--- src/common/sfcd_pkg.sv ---
// constants and types shared by the serial flash command decoder
`default_nettype none
package sfcd_pkg;

  typedef enum logic [2:0] {
    SFCD_PROTO_EXT  = 3'b001,
    SFCD_PROTO_DUAL = 3'b010,
    SFCD_PROTO_QUAD = 3'b100
  } sfcd_proto_e;

  typedef enum logic [8:0] {
    SFCD_K_NONE  = 9'b000000001,
    SFCD_K_READ  = 9'b000000010,
    SFCD_K_PROG  = 9'b000000100,
    SFCD_K_ERASE = 9'b000001000,
    SFCD_K_RREG  = 9'b000010000,
    SFCD_K_WREG  = 9'b000100000,
    SFCD_K_WREN  = 9'b001000000,
    SFCD_K_WRDI  = 9'b010000000,
    SFCD_K_CLRF  = 9'b100000000
  } sfcd_kind_e;

  typedef enum logic [6:0] {
    SFCD_R_SR   = 7'b0000001,
    SFCD_R_FSR  = 7'b0000010,
    SFCD_R_NVCR = 7'b0000100,
    SFCD_R_VCR  = 7'b0001000,
    SFCD_R_EVCR = 7'b0010000,
    SFCD_R_EAR  = 7'b0100000,
    SFCD_R_GPRR = 7'b1000000
  } sfcd_reg_e;

  typedef enum logic [1:0] {
    SFCD_ST_IDLE  = 2'b01,
    SFCD_ST_FRAME = 2'b10
  } sfcd_state_e;

  // one decoded command; line counts are 0, 1, 2 or 4
  typedef struct packed {
    logic       known;
    sfcd_kind_e kind;
    sfcd_reg_e  regsel;
    logic [2:0] cmd_lines;
    logic [2:0] addr_lines;
    logic [2:0] data_lines;
    logic [2:0] addr_bytes;
    logic [4:0] dummy;
    logic [8:0] min_bytes;
    logic [8:0] max_bytes;
    logic       unlimited;
    logic       needs_wel;
  } sfcd_desc_s;

  localparam logic [2:0] SFCD_L0 = 3'h0;
  localparam logic [2:0] SFCD_L1 = 3'h1;
  localparam logic [2:0] SFCD_L2 = 3'h2;
  localparam logic [2:0] SFCD_L4 = 3'h4;
  localparam logic [2:0] SFCD_AB3 = 3'h3;
  localparam logic [2:0] SFCD_AB4 = 3'h4;
  localparam logic [4:0] SFCD_DUM6 = 5'h06;
  localparam logic [4:0] SFCD_DUM8 = 5'h08;
  localparam logic [4:0] SFCD_DUM10 = 5'h0a;
  localparam logic [8:0] SFCD_PAGE_BYTES = 9'h100;
  localparam logic [8:0] SFCD_ONE_BYTE = 9'h001;
  localparam logic [8:0] SFCD_TWO_BYTES = 9'h002;
  localparam logic [6:0] SFCD_GPRR_BYTES = 7'h40;
  localparam logic [7:0] SFCD_ZERO_BYTE = 8'h00;
  localparam logic [3:0] SFCD_DCFG_DEF0 = 4'h0;
  localparam logic [3:0] SFCD_DCFG_DEF1 = 4'hf;

  localparam logic [7:0] SFCD_SR_RST = 8'h00;
  localparam logic [7:0] SFCD_FSR_RST = 8'h80;
  localparam logic [15:0] SFCD_NVCR_RST = 16'hffff;
  localparam logic [7:0] SFCD_VCR_RST = 8'hff;
  localparam logic [7:0] SFCD_EVCR_RST = 8'hff;
  localparam logic [7:0] SFCD_EAR_RST = 8'h00;
endpackage : sfcd_pkg
`default_nettype wire

--- src/hw/sfcd_decoder.sv ---
// serial flash command decoder: opcode table, config registers, register reads/writes
// Functional notes
// [RQ1] 0Eh: dtr read, 4 addr bytes, dummy 6 single/dual, 8 quad, unlimited data
// [RQ2] BEh: dtr read 1-2-2, 4 addr bytes, dummy 6
// [RQ3] EEh: dtr read 1-4-4 or 4-4-4, 4 addr bytes, dummy 8
// [RQ4] 6Ch: read 1-1-4, 4 addr bytes, dummy 8 extended, 10 quad
// [RQ5] 70h: flag status byte repeated while the frame lasts
// [RQ6] B1h writes nonvolatile config with exactly two bytes; B5h reads at least two
// [RQ7] 85h reads volatile config repeatedly; 81h writes it with one byte
// [RQ8] 65h reads enhanced volatile config; 61h writes it with one byte
// [RQ9] C8h reads extended address register; C5h writes it with one byte
// [RQ10] 96h reads general purpose register after 8 dummy clocks, any protocol
// [RQ11] 50h clears flag status, opcode only
// [RQ12] A2h programs 1 to 256 bytes, 1-1-2, no dummy
// [RQ13] D2h programs up to 256 bytes, 1-2-2 or 2-2-2, no dummy
// [RQ14] 32h programs up to 256 bytes, 1-1-4, no dummy
// [RQ15] 38h programs up to 256 bytes, 1-4-4 or 4-4-4, no dummy
// [RQ16] 12h programs 1 to 256 bytes, always 4 addr bytes, all protocols
// [RQ17] 34h programs up to 256 bytes, 4 addr bytes, 1-1-4
// [RQ18] 3Eh programs up to 256 bytes, 4 addr bytes, 1-4-4
// [RQ19] 21h erases 4KB subsector, 4 addr bytes, no dummy or data
// [RQ20] DCh erases sector, always 4 addr bytes, no dummy or data
// [RQ21] host issues write enable first; otherwise modify commands are ignored
// [RQ22] 3(4)-byte commands take 4 bytes in 4-byte mode, else 3
// [RQ23] general purpose register is 64 bytes, then 00h without wrapping
// [RQ24] opcode on 1, 2 or 4 lines per protocol; address/data may widen
// [RQ25] 06h write enable, 04h write disable, opcode only
// [RQ26] 05h repeatable status read; 01h one-byte status write
// [RQ27] 02h page program; 52h, 20h, D8h erases; C7h/60h whole-array erase
// [RQ28] adjustable dummy count comes from config, table value as default
`default_nettype none
module sfcd_decoder
  import sfcd_pkg::*;
(
  input  wire logic                 i_core_clk,
  input  wire logic                 i_rst_n,
  input  wire sfcd_pkg::sfcd_proto_e i_proto,
  input  wire logic                 i_addr4,
  input  wire logic                 i_busy,
  input  wire logic                 i_op_valid,
  input  wire logic [7:0]           i_opcode,
  input  wire logic                 i_wr_valid,
  input  wire logic [7:0]           i_wr_byte,
  input  wire logic                 i_rd_req,
  input  wire logic                 i_frame_end,
  input  wire logic [7:0]           i_gprr_data,
  input  wire logic [7:0]           i_flag_set,
  output logic                      o_desc_valid,
  output sfcd_pkg::sfcd_desc_s      o_desc,
  output logic                      o_rd_valid,
  output logic [7:0]                o_rd_data,
  output logic [5:0]                o_gprr_idx,
  output logic                      o_op_start,
  output logic [7:0]                o_op_code,
  output logic [8:0]                o_op_bytes,
  output logic                      o_refused,
  output logic                      o_wel,
  output logic [7:0]                o_sr,
  output logic [7:0]                o_fsr,
  output logic [15:0]               o_nvcr,
  output logic [7:0]                o_vcr,
  output logic [7:0]                o_evcr,
  output logic [7:0]                o_ear
);
  import sfcd_pkg::*;

  typedef struct packed {
    sfcd_state_e st;
    logic        dvalid;
    sfcd_desc_s  desc;
    logic [7:0]  op;
    logic [8:0]  wcnt;
    logic        wover;
    logic [15:0] wbuf;
    logic [6:0]  rcnt;
    logic        rd_valid;
    logic [7:0]  rd_data;
    logic [5:0]  gidx;
    logic        op_start;
    logic [7:0]  op_code;
    logic [8:0]  op_bytes;
    logic        refused;
    logic        wel;
    logic [7:0]  sr;
    logic [7:0]  fsr;
    logic [15:0] nvcr;
    logic [7:0]  vcr;
    logic [7:0]  evcr;
    logic [7:0]  ear;
  } sfcd_state_s;

  sfcd_state_s r;
  sfcd_state_s next_r;
  logic [1:0]  rst_sync;
  logic        rst_n;

  //////////////////////////////////////////////////////////////////////////////
  // opcode table
  function automatic sfcd_desc_s sfcd_decode(input logic [7:0] op, input sfcd_proto_e pr,
                                             input logic a4, input logic [3:0] dcfg);
    sfcd_desc_s d;
    logic [2:0] ea;
    logic [2:0] ed;
    logic       okd;
    logic       okq;
    logic       adj;
    logic [4:0] dx;
    logic [4:0] dd;
    logic [4:0] dq;
    d = '0;
    d.known = 1'b1;
    d.kind = SFCD_K_NONE;
    d.regsel = SFCD_R_SR;
    ea = SFCD_L1;
    ed = SFCD_L1;
    okd = 1'b1;
    okq = 1'b1;
    adj = 1'b0;
    dx = 5'h00;
    dd = 5'h00;
    dq = 5'h00;
    case (op)
      8'h0e: begin d.kind = SFCD_K_READ; d.addr_bytes = SFCD_AB4;  // RQ1
        dx = SFCD_DUM6; dd = SFCD_DUM6; dq = SFCD_DUM8; adj = 1'b1; end
      8'hbe: begin d.kind = SFCD_K_READ; d.addr_bytes = SFCD_AB4;  // RQ2
        ea = SFCD_L2; ed = SFCD_L2; okq = 1'b0; dx = SFCD_DUM6; dd = SFCD_DUM6; adj = 1'b1; end
      8'hee: begin d.kind = SFCD_K_READ; d.addr_bytes = SFCD_AB4;  // RQ3
        ea = SFCD_L4; ed = SFCD_L4; okd = 1'b0; dx = SFCD_DUM8; dq = SFCD_DUM8; adj = 1'b1; end
      8'h6c: begin d.kind = SFCD_K_READ; d.addr_bytes = SFCD_AB4;  // RQ4
        ed = SFCD_L4; okd = 1'b0; dx = SFCD_DUM8; dq = SFCD_DUM10; adj = 1'b1; end
      8'hbc: begin d.kind = SFCD_K_READ; d.addr_bytes = SFCD_AB4;
        ea = SFCD_L2; ed = SFCD_L2; okq = 1'b0; dx = SFCD_DUM8; dd = SFCD_DUM8; adj = 1'b1; end
      8'hec: begin d.kind = SFCD_K_READ; d.addr_bytes = SFCD_AB4;
        ea = SFCD_L4; ed = SFCD_L4; okd = 1'b0; dx = SFCD_DUM10; dq = SFCD_DUM10; adj = 1'b1; end
      8'h06: d.kind = SFCD_K_WREN;  // RQ25
      8'h04: d.kind = SFCD_K_WRDI;  // RQ25
      8'h05: begin d.kind = SFCD_K_RREG; d.regsel = SFCD_R_SR; end  // RQ26
      8'h70: begin d.kind = SFCD_K_RREG; d.regsel = SFCD_R_FSR; end  // RQ5
      8'hb5: begin d.kind = SFCD_K_RREG; d.regsel = SFCD_R_NVCR;  // RQ6
        d.min_bytes = SFCD_TWO_BYTES; end
      8'h85: begin d.kind = SFCD_K_RREG; d.regsel = SFCD_R_VCR; end  // RQ7
      8'h65: begin d.kind = SFCD_K_RREG; d.regsel = SFCD_R_EVCR; end  // RQ8
      8'hc8: begin d.kind = SFCD_K_RREG; d.regsel = SFCD_R_EAR; end  // RQ9
      8'h96: begin d.kind = SFCD_K_RREG; d.regsel = SFCD_R_GPRR;  // RQ10
        dx = SFCD_DUM8; dd = SFCD_DUM8; dq = SFCD_DUM8; end
      8'h01: begin d.kind = SFCD_K_WREG; d.regsel = SFCD_R_SR; end  // RQ26
      8'hb1: begin d.kind = SFCD_K_WREG; d.regsel = SFCD_R_NVCR;  // RQ6
        d.min_bytes = SFCD_TWO_BYTES; d.max_bytes = SFCD_TWO_BYTES; end
      8'h81: begin d.kind = SFCD_K_WREG; d.regsel = SFCD_R_VCR; end  // RQ7
      8'h61: begin d.kind = SFCD_K_WREG; d.regsel = SFCD_R_EVCR; end  // RQ8
      8'hc5: begin d.kind = SFCD_K_WREG; d.regsel = SFCD_R_EAR; end  // RQ9
      8'h50: d.kind = SFCD_K_CLRF;  // RQ11
      8'h02: begin d.kind = SFCD_K_PROG; d.addr_bytes = a4 ? SFCD_AB4 : SFCD_AB3; end  // RQ27
      8'ha2: begin d.kind = SFCD_K_PROG; d.addr_bytes = a4 ? SFCD_AB4 : SFCD_AB3;  // RQ12
        ed = SFCD_L2; okq = 1'b0; end
      8'hd2: begin d.kind = SFCD_K_PROG; d.addr_bytes = a4 ? SFCD_AB4 : SFCD_AB3;  // RQ13
        ea = SFCD_L2; ed = SFCD_L2; okq = 1'b0; end
      8'h32: begin d.kind = SFCD_K_PROG; d.addr_bytes = a4 ? SFCD_AB4 : SFCD_AB3;  // RQ14
        ed = SFCD_L4; okd = 1'b0; end
      8'h38: begin d.kind = SFCD_K_PROG; d.addr_bytes = a4 ? SFCD_AB4 : SFCD_AB3;  // RQ15
        ea = SFCD_L4; ed = SFCD_L4; okd = 1'b0; end
      8'h12: begin d.kind = SFCD_K_PROG; d.addr_bytes = SFCD_AB4; end  // RQ16
      8'h34: begin d.kind = SFCD_K_PROG; d.addr_bytes = SFCD_AB4;  // RQ17
        ed = SFCD_L4; okd = 1'b0; end
      8'h3e: begin d.kind = SFCD_K_PROG; d.addr_bytes = SFCD_AB4;  // RQ18
        ea = SFCD_L4; ed = SFCD_L4; okd = 1'b0; end
      8'h52, 8'h20, 8'hd8: begin d.kind = SFCD_K_ERASE;  // RQ27 RQ22
        d.addr_bytes = a4 ? SFCD_AB4 : SFCD_AB3; end
      8'h21: begin d.kind = SFCD_K_ERASE; d.addr_bytes = SFCD_AB4; end  // RQ19
      8'hdc: begin d.kind = SFCD_K_ERASE; d.addr_bytes = SFCD_AB4; end  // RQ20
      8'hc7, 8'h60: d.kind = SFCD_K_ERASE;  // RQ27
      default: d.known = 1'b0;
    endcase
    // one-byte register writes share a single limit
    if (d.kind == SFCD_K_WREG && d.regsel != SFCD_R_NVCR) begin
      d.min_bytes = SFCD_ONE_BYTE;
      d.max_bytes = SFCD_ONE_BYTE;
    end
    if (d.kind == SFCD_K_PROG) begin
      d.min_bytes = SFCD_ONE_BYTE;
      d.max_bytes = SFCD_PAGE_BYTES;
    end
    if (d.kind == SFCD_K_READ || d.kind == SFCD_K_RREG) begin
      d.unlimited = 1'b1;
      if (d.min_bytes == 9'h000) begin
        d.min_bytes = SFCD_ONE_BYTE;
      end
    end
    d.needs_wel = (d.kind == SFCD_K_PROG) || (d.kind == SFCD_K_ERASE) ||
                  (d.kind == SFCD_K_WREG);  // RQ21
    // opcode width follows the protocol; dual/quad force all phases wide
    case (pr)  // RQ24
      SFCD_PROTO_DUAL: begin
        d.cmd_lines = SFCD_L2; ea = SFCD_L2; ed = SFCD_L2; d.dummy = dd;
        d.known = d.known & okd;
      end
      SFCD_PROTO_QUAD: begin
        d.cmd_lines = SFCD_L4; ea = SFCD_L4; ed = SFCD_L4; d.dummy = dq;
        d.known = d.known & okq;
      end
      default: begin
        d.cmd_lines = SFCD_L1; d.dummy = dx;
      end
    endcase
    if (adj && dcfg != SFCD_DCFG_DEF0 && dcfg != SFCD_DCFG_DEF1) begin
      d.dummy = {1'b0, dcfg};  // RQ28
    end
    d.addr_lines = (d.addr_bytes != 3'h0) ? ea : SFCD_L0;
    d.data_lines = (d.max_bytes != 9'h000 || d.unlimited) ? ed : SFCD_L0;
    if (!d.known) begin
      d.kind = SFCD_K_NONE;
    end
    return d;
  endfunction

  //////////////////////////////////////////////////////////////////////////////
  // reset release
  always_ff @(posedge i_core_clk or negedge i_rst_n) begin
    if (!i_rst_n) begin
      rst_sync <= 2'b00;
    end else begin
      rst_sync <= {rst_sync[0], 1'b1};
    end
  end
  assign rst_n = rst_sync[1];

  //////////////////////////////////////////////////////////////////////////////
  // next state
  always_comb begin
    logic       commit;
    logic [7:0] rbyte;
    commit = 1'b0;
    rbyte = SFCD_ZERO_BYTE;
    next_r = r;
    next_r.rd_valid = 1'b0;
    next_r.op_start = 1'b0;
    next_r.refused = 1'b0;

    case (r.st)
      SFCD_ST_IDLE: begin
        if (i_op_valid) begin
          // vcr dummy field is taken at opcode time, not mid-frame
          next_r.desc = sfcd_decode(i_opcode, i_proto, i_addr4, r.vcr[7:4]);
          next_r.op = i_opcode;
          next_r.dvalid = 1'b1;
          next_r.wcnt = 9'h000;
          next_r.wover = 1'b0;
          next_r.rcnt = 7'h00;
          next_r.gidx = 6'h00;
          next_r.st = SFCD_ST_FRAME;
        end
      end
      SFCD_ST_FRAME: begin
        if (i_wr_valid) begin
          if (r.wcnt == SFCD_PAGE_BYTES) begin
            next_r.wover = 1'b1;
          end else begin
            next_r.wcnt = r.wcnt + 9'h001;
          end
          if (r.wcnt < SFCD_TWO_BYTES) begin
            next_r.wbuf = {i_wr_byte, r.wbuf[15:8]};
          end
        end
        if (i_rd_req && r.desc.kind == SFCD_K_RREG) begin
          case (r.desc.regsel)
            SFCD_R_SR:   rbyte = {r.sr[7:2], r.wel, i_busy};  // RQ26
            SFCD_R_FSR:  rbyte = r.fsr;  // RQ5
            SFCD_R_NVCR: rbyte = r.rcnt[0] ? r.nvcr[15:8] : r.nvcr[7:0];  // RQ6
            SFCD_R_VCR:  rbyte = r.vcr;  // RQ7
            SFCD_R_EVCR: rbyte = r.evcr;  // RQ8
            SFCD_R_EAR:  rbyte = r.ear;  // RQ9
            SFCD_R_GPRR: rbyte = (r.rcnt < SFCD_GPRR_BYTES) ? i_gprr_data
                                                            : SFCD_ZERO_BYTE;  // RQ23
            default:     rbyte = SFCD_ZERO_BYTE;
          endcase
          next_r.rd_valid = 1'b1;
          next_r.rd_data = rbyte;
          // saturate at 64 so the zero fill never wraps back to byte 0
          if (r.rcnt != SFCD_GPRR_BYTES) begin
            next_r.rcnt = r.rcnt + 7'h01;  // RQ23
          end
          next_r.gidx = (r.rcnt + 7'h01 < SFCD_GPRR_BYTES) ? 6'(r.rcnt + 7'h01) : 6'h3f;
        end
        if (i_frame_end) begin
          next_r.st = SFCD_ST_IDLE;
          next_r.dvalid = 1'b0;
          case (r.desc.kind)
            SFCD_K_WREN: next_r.wel = 1'b1;  // RQ25
            SFCD_K_WRDI: next_r.wel = 1'b0;  // RQ25
            SFCD_K_PROG, SFCD_K_ERASE, SFCD_K_WREG: begin
              commit = r.wel && !r.wover && r.wcnt >= r.desc.min_bytes &&
                       r.wcnt <= r.desc.max_bytes;  // RQ21
              next_r.refused = !commit;
              if (commit) begin
                next_r.wel = 1'b0;
                next_r.op_start = (r.desc.kind != SFCD_K_WREG);
                next_r.op_code = r.op;
                next_r.op_bytes = r.wcnt;
              end
            end
            default: commit = 1'b0;
          endcase
          if (commit && r.desc.kind == SFCD_K_WREG) begin
            case (r.desc.regsel)
              SFCD_R_SR:   next_r.sr = r.wbuf[15:8];  // RQ26
              SFCD_R_NVCR: next_r.nvcr = r.wbuf;  // RQ6
              SFCD_R_VCR:  next_r.vcr = r.wbuf[15:8];  // RQ7
              SFCD_R_EVCR: next_r.evcr = r.wbuf[15:8];  // RQ8
              SFCD_R_EAR:  next_r.ear = r.wbuf[15:8];  // RQ9
              default:     next_r.ear = r.ear;
            endcase
          end
          if (r.desc.kind == SFCD_K_NONE) begin
            next_r.refused = 1'b1;
          end
        end
      end
      default: next_r.st = SFCD_ST_IDLE;
    endcase

    // a flag raised in the clearing cycle survives the clear
    if (r.st == SFCD_ST_FRAME && i_frame_end && r.desc.kind == SFCD_K_CLRF) begin
      next_r.fsr = SFCD_FSR_RST | i_flag_set;  // RQ11
    end else begin
      next_r.fsr = r.fsr | i_flag_set;
    end
  end

  //////////////////////////////////////////////////////////////////////////////
  // state register
  always_ff @(posedge i_core_clk or negedge rst_n) begin
    if (!rst_n) begin
      r <= '0;
      r.st <= SFCD_ST_IDLE;
      r.desc.kind <= SFCD_K_NONE;
      r.desc.regsel <= SFCD_R_SR;
      r.sr <= SFCD_SR_RST;
      r.fsr <= SFCD_FSR_RST;
      r.nvcr <= SFCD_NVCR_RST;
      r.vcr <= SFCD_VCR_RST;
      r.evcr <= SFCD_EVCR_RST;
      r.ear <= SFCD_EAR_RST;
    end else begin
      r <= next_r;
    end
  end

  assign o_desc_valid = r.dvalid;
  assign o_desc = r.desc;
  assign o_rd_valid = r.rd_valid;
  assign o_rd_data = r.rd_data;
  assign o_gprr_idx = r.gidx;
  assign o_op_start = r.op_start;
  assign o_op_code = r.op_code;
  assign o_op_bytes = r.op_bytes;
  assign o_refused = r.refused;
  assign o_wel = r.wel;
  assign o_sr = r.sr;
  assign o_fsr = r.fsr;
  assign o_nvcr = r.nvcr;
  assign o_vcr = r.vcr;
  assign o_evcr = r.evcr;
  assign o_ear = r.ear;

endmodule // sfcd_decoder
`default_nettype wire

--- config.mk ---
export PLATFORM = sky130hd
export DESIGN_NAME = sfcd_decoder
export DESIGN_NICKNAME = d
export VERILOG_FILES = /design/src/common/sfcd_pkg.sv /design/src/hw/sfcd_decoder.sv
export SDC_FILE = /design/constraint.sdc
export NUM_CORES = 1
export LEC_CHECK = 0
export ABC_CLOCK_PERIOD_IN_PS = 7100
export BUFFER_PORTS_ARGS = -buffer_cell sky130_fd_sc_hd__buf_4
export CAP_MARGIN = 5
export CORE_MARGIN = 2
export CORE_UTILIZATION = 30
export DETAILED_ROUTE_END_ITERATION = 7
export SYNTH_ARGS = -nofsm -noshare
export SYNTH_HDL_FRONTEND = slang
export SYNTH_SLANG_ARGS = --single-unit
--- constraint.sdc ---
create_clock -name i_core_clk -period 7.1 [get_ports i_core_clk]
set_clock_uncertainty 0.1 [all_clocks]
set_input_delay 0.355 -clock i_core_clk [delete_from_list [all_inputs] [get_ports i_core_clk]]
set_output_delay 0.355 -clock i_core_clk [all_outputs]
set_load 0.03 [all_outputs]
==> metrics <==
Initial DRT Pass Iterations 5; crit path cell chain nor4_1 -> nand2_1 -> o22a_1 -> or4b_4 -> nor3_4 -> mux2_2; Hold Path End r[111]; Yosys cell types 71; remaining antenna violation count 0; asr flop ratio synth 1.00; Synth top area share 0.365; global placement routability congestion 0.845; RSZ-0062 raised after global routing no; gr ovfl total 0; Port Buffers 174; Tot GR Track Use 0.155; Initial Util 0.304; pwr/cell area 242 nW/um2; Clock transition at path regs 60 ps; area share of and/or/nand/nor cells after synthesis 0.158; Worst-Skew Late Latency 440 ps; r2r endpoint o_op_code[6]; Final Power 0.00267 W; syn avg cell area 10.2 um2; leakage 5.01 nW; status finished clean; TritonCTS clock tree yes; Fin. Hold Viols 0; warning count from the yosys run 0; CTS resizes 0; initial antenna violation count 0; reg2reg setup slack 3810 ps; global-route wire length before repair 39700 um; CP required 7320 ps; Final Critical Period 3290 ps; crit path capture type flip-flop; # rows 65; # DRC 0; worst-case reg-to-reg path depth 6; clock sink count 176; P&R area growth vs syn 14.9%; cts bufs inserted 17; via density per instance 4.92; largest family of logic cells by synthesized area simple AND/OR/NAND/NOR gates; cells after synthesis 944; largest net degree at the start of global routing 156; DP HPWL 18700 um; drt initial violations 457; hold path startpoint i_wr_byte[5]; DRT Wirelength 26000 um; Compound-Gate Fraction of Synth Area 0.111; Crit Path Max Fanout 18; Post-Syn Area 9590 um2; number of global-route vias before repair 6642; via count 6879; worst reg2reg startpoint r[121]; die width 183 um; Primary FF master, synth dfrtp_1; xor/xnor share of the synthesized area 0.0146; Ports 189; htree depth 4; die area 33400 um2; Worst Tran Pin Value 1220 ps; nets@finish 1035; number of synthesized flops with an enable pin 0; CORE AREA 31600 um2; HP Class in -> reg; diodes inserted 0; top post-synthesis cells by area dfrtp_1 37%, buf_4 11%, dfstp_2 9.9%; Slew HR 0.187; Max Fclk 0.304 GHz; Worst setup SP type flip-flop; Setup TNS Final 0 ps; sequential share of the synthesized area 0.464; mux contribution to synthesized area 0.107; post-synthesis register bit count 176; Final setup viols 0; layout cells sized above 1 0.349; Die Y 183 um; WL/cell 18.6 um; clock tree buffer depth 2; root buffer cell clkbuf_16; hold depth 2; slowest CP cell nor3_4; Slew Viols, Final 0; most area-hungry cell type in the Yosys netlist dfrtp_1; worst stage delay on the critical path 790 ps; worst vdd ir 0.000137 V; type of the worst setup path reg -> reg; max-cap violations 0; period utilization 0.464; crit path DAT 3510 ps; Synth Area in Adders 0.0117
-- per-layer routing --
metal / track usage / vias up / wire length, um
met1: 0.205 / 3403 / 11700
met5: 0 / - / 0
met4: 0.0621 / 0 / 729
met3: 0.0324 / 37 / 1300
li1: - / 3249 / -
met2: 0.249 / 190 / 12200
-- per-stage QoR --
stage | utilization | cells | instance area [um2] | hold slack, ps | worst slack (ps)
final | 0.349 | 1398 | 11000 | 49.6 | 3810
after global routing | 0.349 | 1398 | 11000 | 39.3 | 3690
after CTS | 0.349 | 1398 | 11000 | 28.0 | 3830
after detailed placement | 0.326 | 1357 | 10300 | 40.3 | 3850
after global placement | 0.326 | 1357 | 10300 | 38.9 | 3910
after floorplan | - | 957 | 9640 | -40.6 | 1800
-- cells by family after synthesis --
| family | count (synthesis) |
|---|---|
| buf+inv | 196 |
| xor+xnor | 16 |
| simple gates | 297 |
| mux | 92 |
| other cells | 2 |
| compound gates | 156 |
| fa+ha+maj | 9 |
| flops | 176 |
-- repair_timing --
item                                   4_1_cts  5_1_grt
buffers inserted                             0        0
endpoints found under the hold margin       10        0
hold buffers                                 9        0
-- registers in the layout, summed over array words and instances (netlist names) --
name / flops
r: 43
o_desc: 39
o_nvcr: 16
o_op_bytes: 9
o_ear: 8
o_evcr: 8
o_fsr: 8
o_op_code: 8
o_rd_data: 8
o_sr: 8
o_vcr: 8
o_gprr_idx: 6
rst_sync: 2
o_desc_valid: 1
o_op_start: 1
o_rd_valid: 1
o_refused: 1
o_wel: 1
-- report_power, final --
| part | internal (W) | total, W | switching (W) |
|---|---|---|---|
| combinational | 0.000174 | 0.000448 | 0.000274 |
| clock | 0.000611 | 0.00102 | 0.000408 |
| sequential | 0.00110 | 0.00121 | 0.000106 |
| total | 0.00188 | 0.00267 | 0.000787 |
-- layout by cell type, fill, tap and decap left out, types with 9 or more instances in the layout --
master         netlist  final
a22oi_1             26     26
inv_1               14     14
and3_1              13     13
mux2_2              84     84
nand2_1            111    111
nand2b_1            15     15
dlygate4sd3_1        0      9
dfstp_2             36     36
nor2_1              56     55
nand3_1             17     17
a21o_1              12     12
buf_4              141    179
clkbuf_16            0     17
o21ai_0             53     53
ha_1                 9      9
conb_1               2     15
dfrtp_1            140    139
nor3_1              15     15
-- critical path, delay by kind of cell, from the launching register on --
| kind | cells | cell delay, ps |
|---|---|---|
| mux | 1 | 420 |
| flops | 1 | 420 |
| compound gates | 1 | 260 |
| simple gates | 4 | 1970 |
-- worst max path at each step --
stage / start / end / cells past startpoint
after floorplan: rst_sync[1] / o_desc[0] / 0
after global placement: r[122] / o_op_bytes[7] / 6
after detailed placement: r[122] / o_op_code[6] / 6
after CTS: r[122] / o_op_code[6] / 6
after global routing: r[121] / o_op_code[0] / 6
final: r[121] / o_op_code[6] / 6
-- final cells by class --
cell class	count	area, um2
Fill cell	3203	20500
Sequential cell	176	4450
Multi-Input combinational cell	585	3920
Timing Repair Buffer	189	1450
Tap cell	402	503
Clock buffer	20	457
Clock inverter	12	183
Inverter	14	52.6
-- cells in the mapped netlist, types with 4 or more instances --
cell type  instances
a211o_1            4
a211oi_1           4
a21o_1            12
a21oi_1            8
a22oi_1           26
a31oi_1            5
and3_1            13
buf_1              7
buf_4            141
clkbuf_1          32
dfrtp_1          140
dfstp_2           36
ha_1               9
inv_1             14
mux2_2            84
mux2i_1            8
nand2_1          111
nand2b_1          15
nand3_1           17
nand3b_1           6
nand4_1            5
nor2_1            56
nor2b_1            8
nor3_1            15
nor3b_1            6
nor4_1             7
nor4b_1            6
o21ai_0           53
o31ai_1            8
o32ai_1            5
o41ai_1            6
or3_1              5
or4_1              4
or4b_2             4
xnor2_1            8
xor2_1             8
No activity file was read; power rests on OpenSTA's default activity.
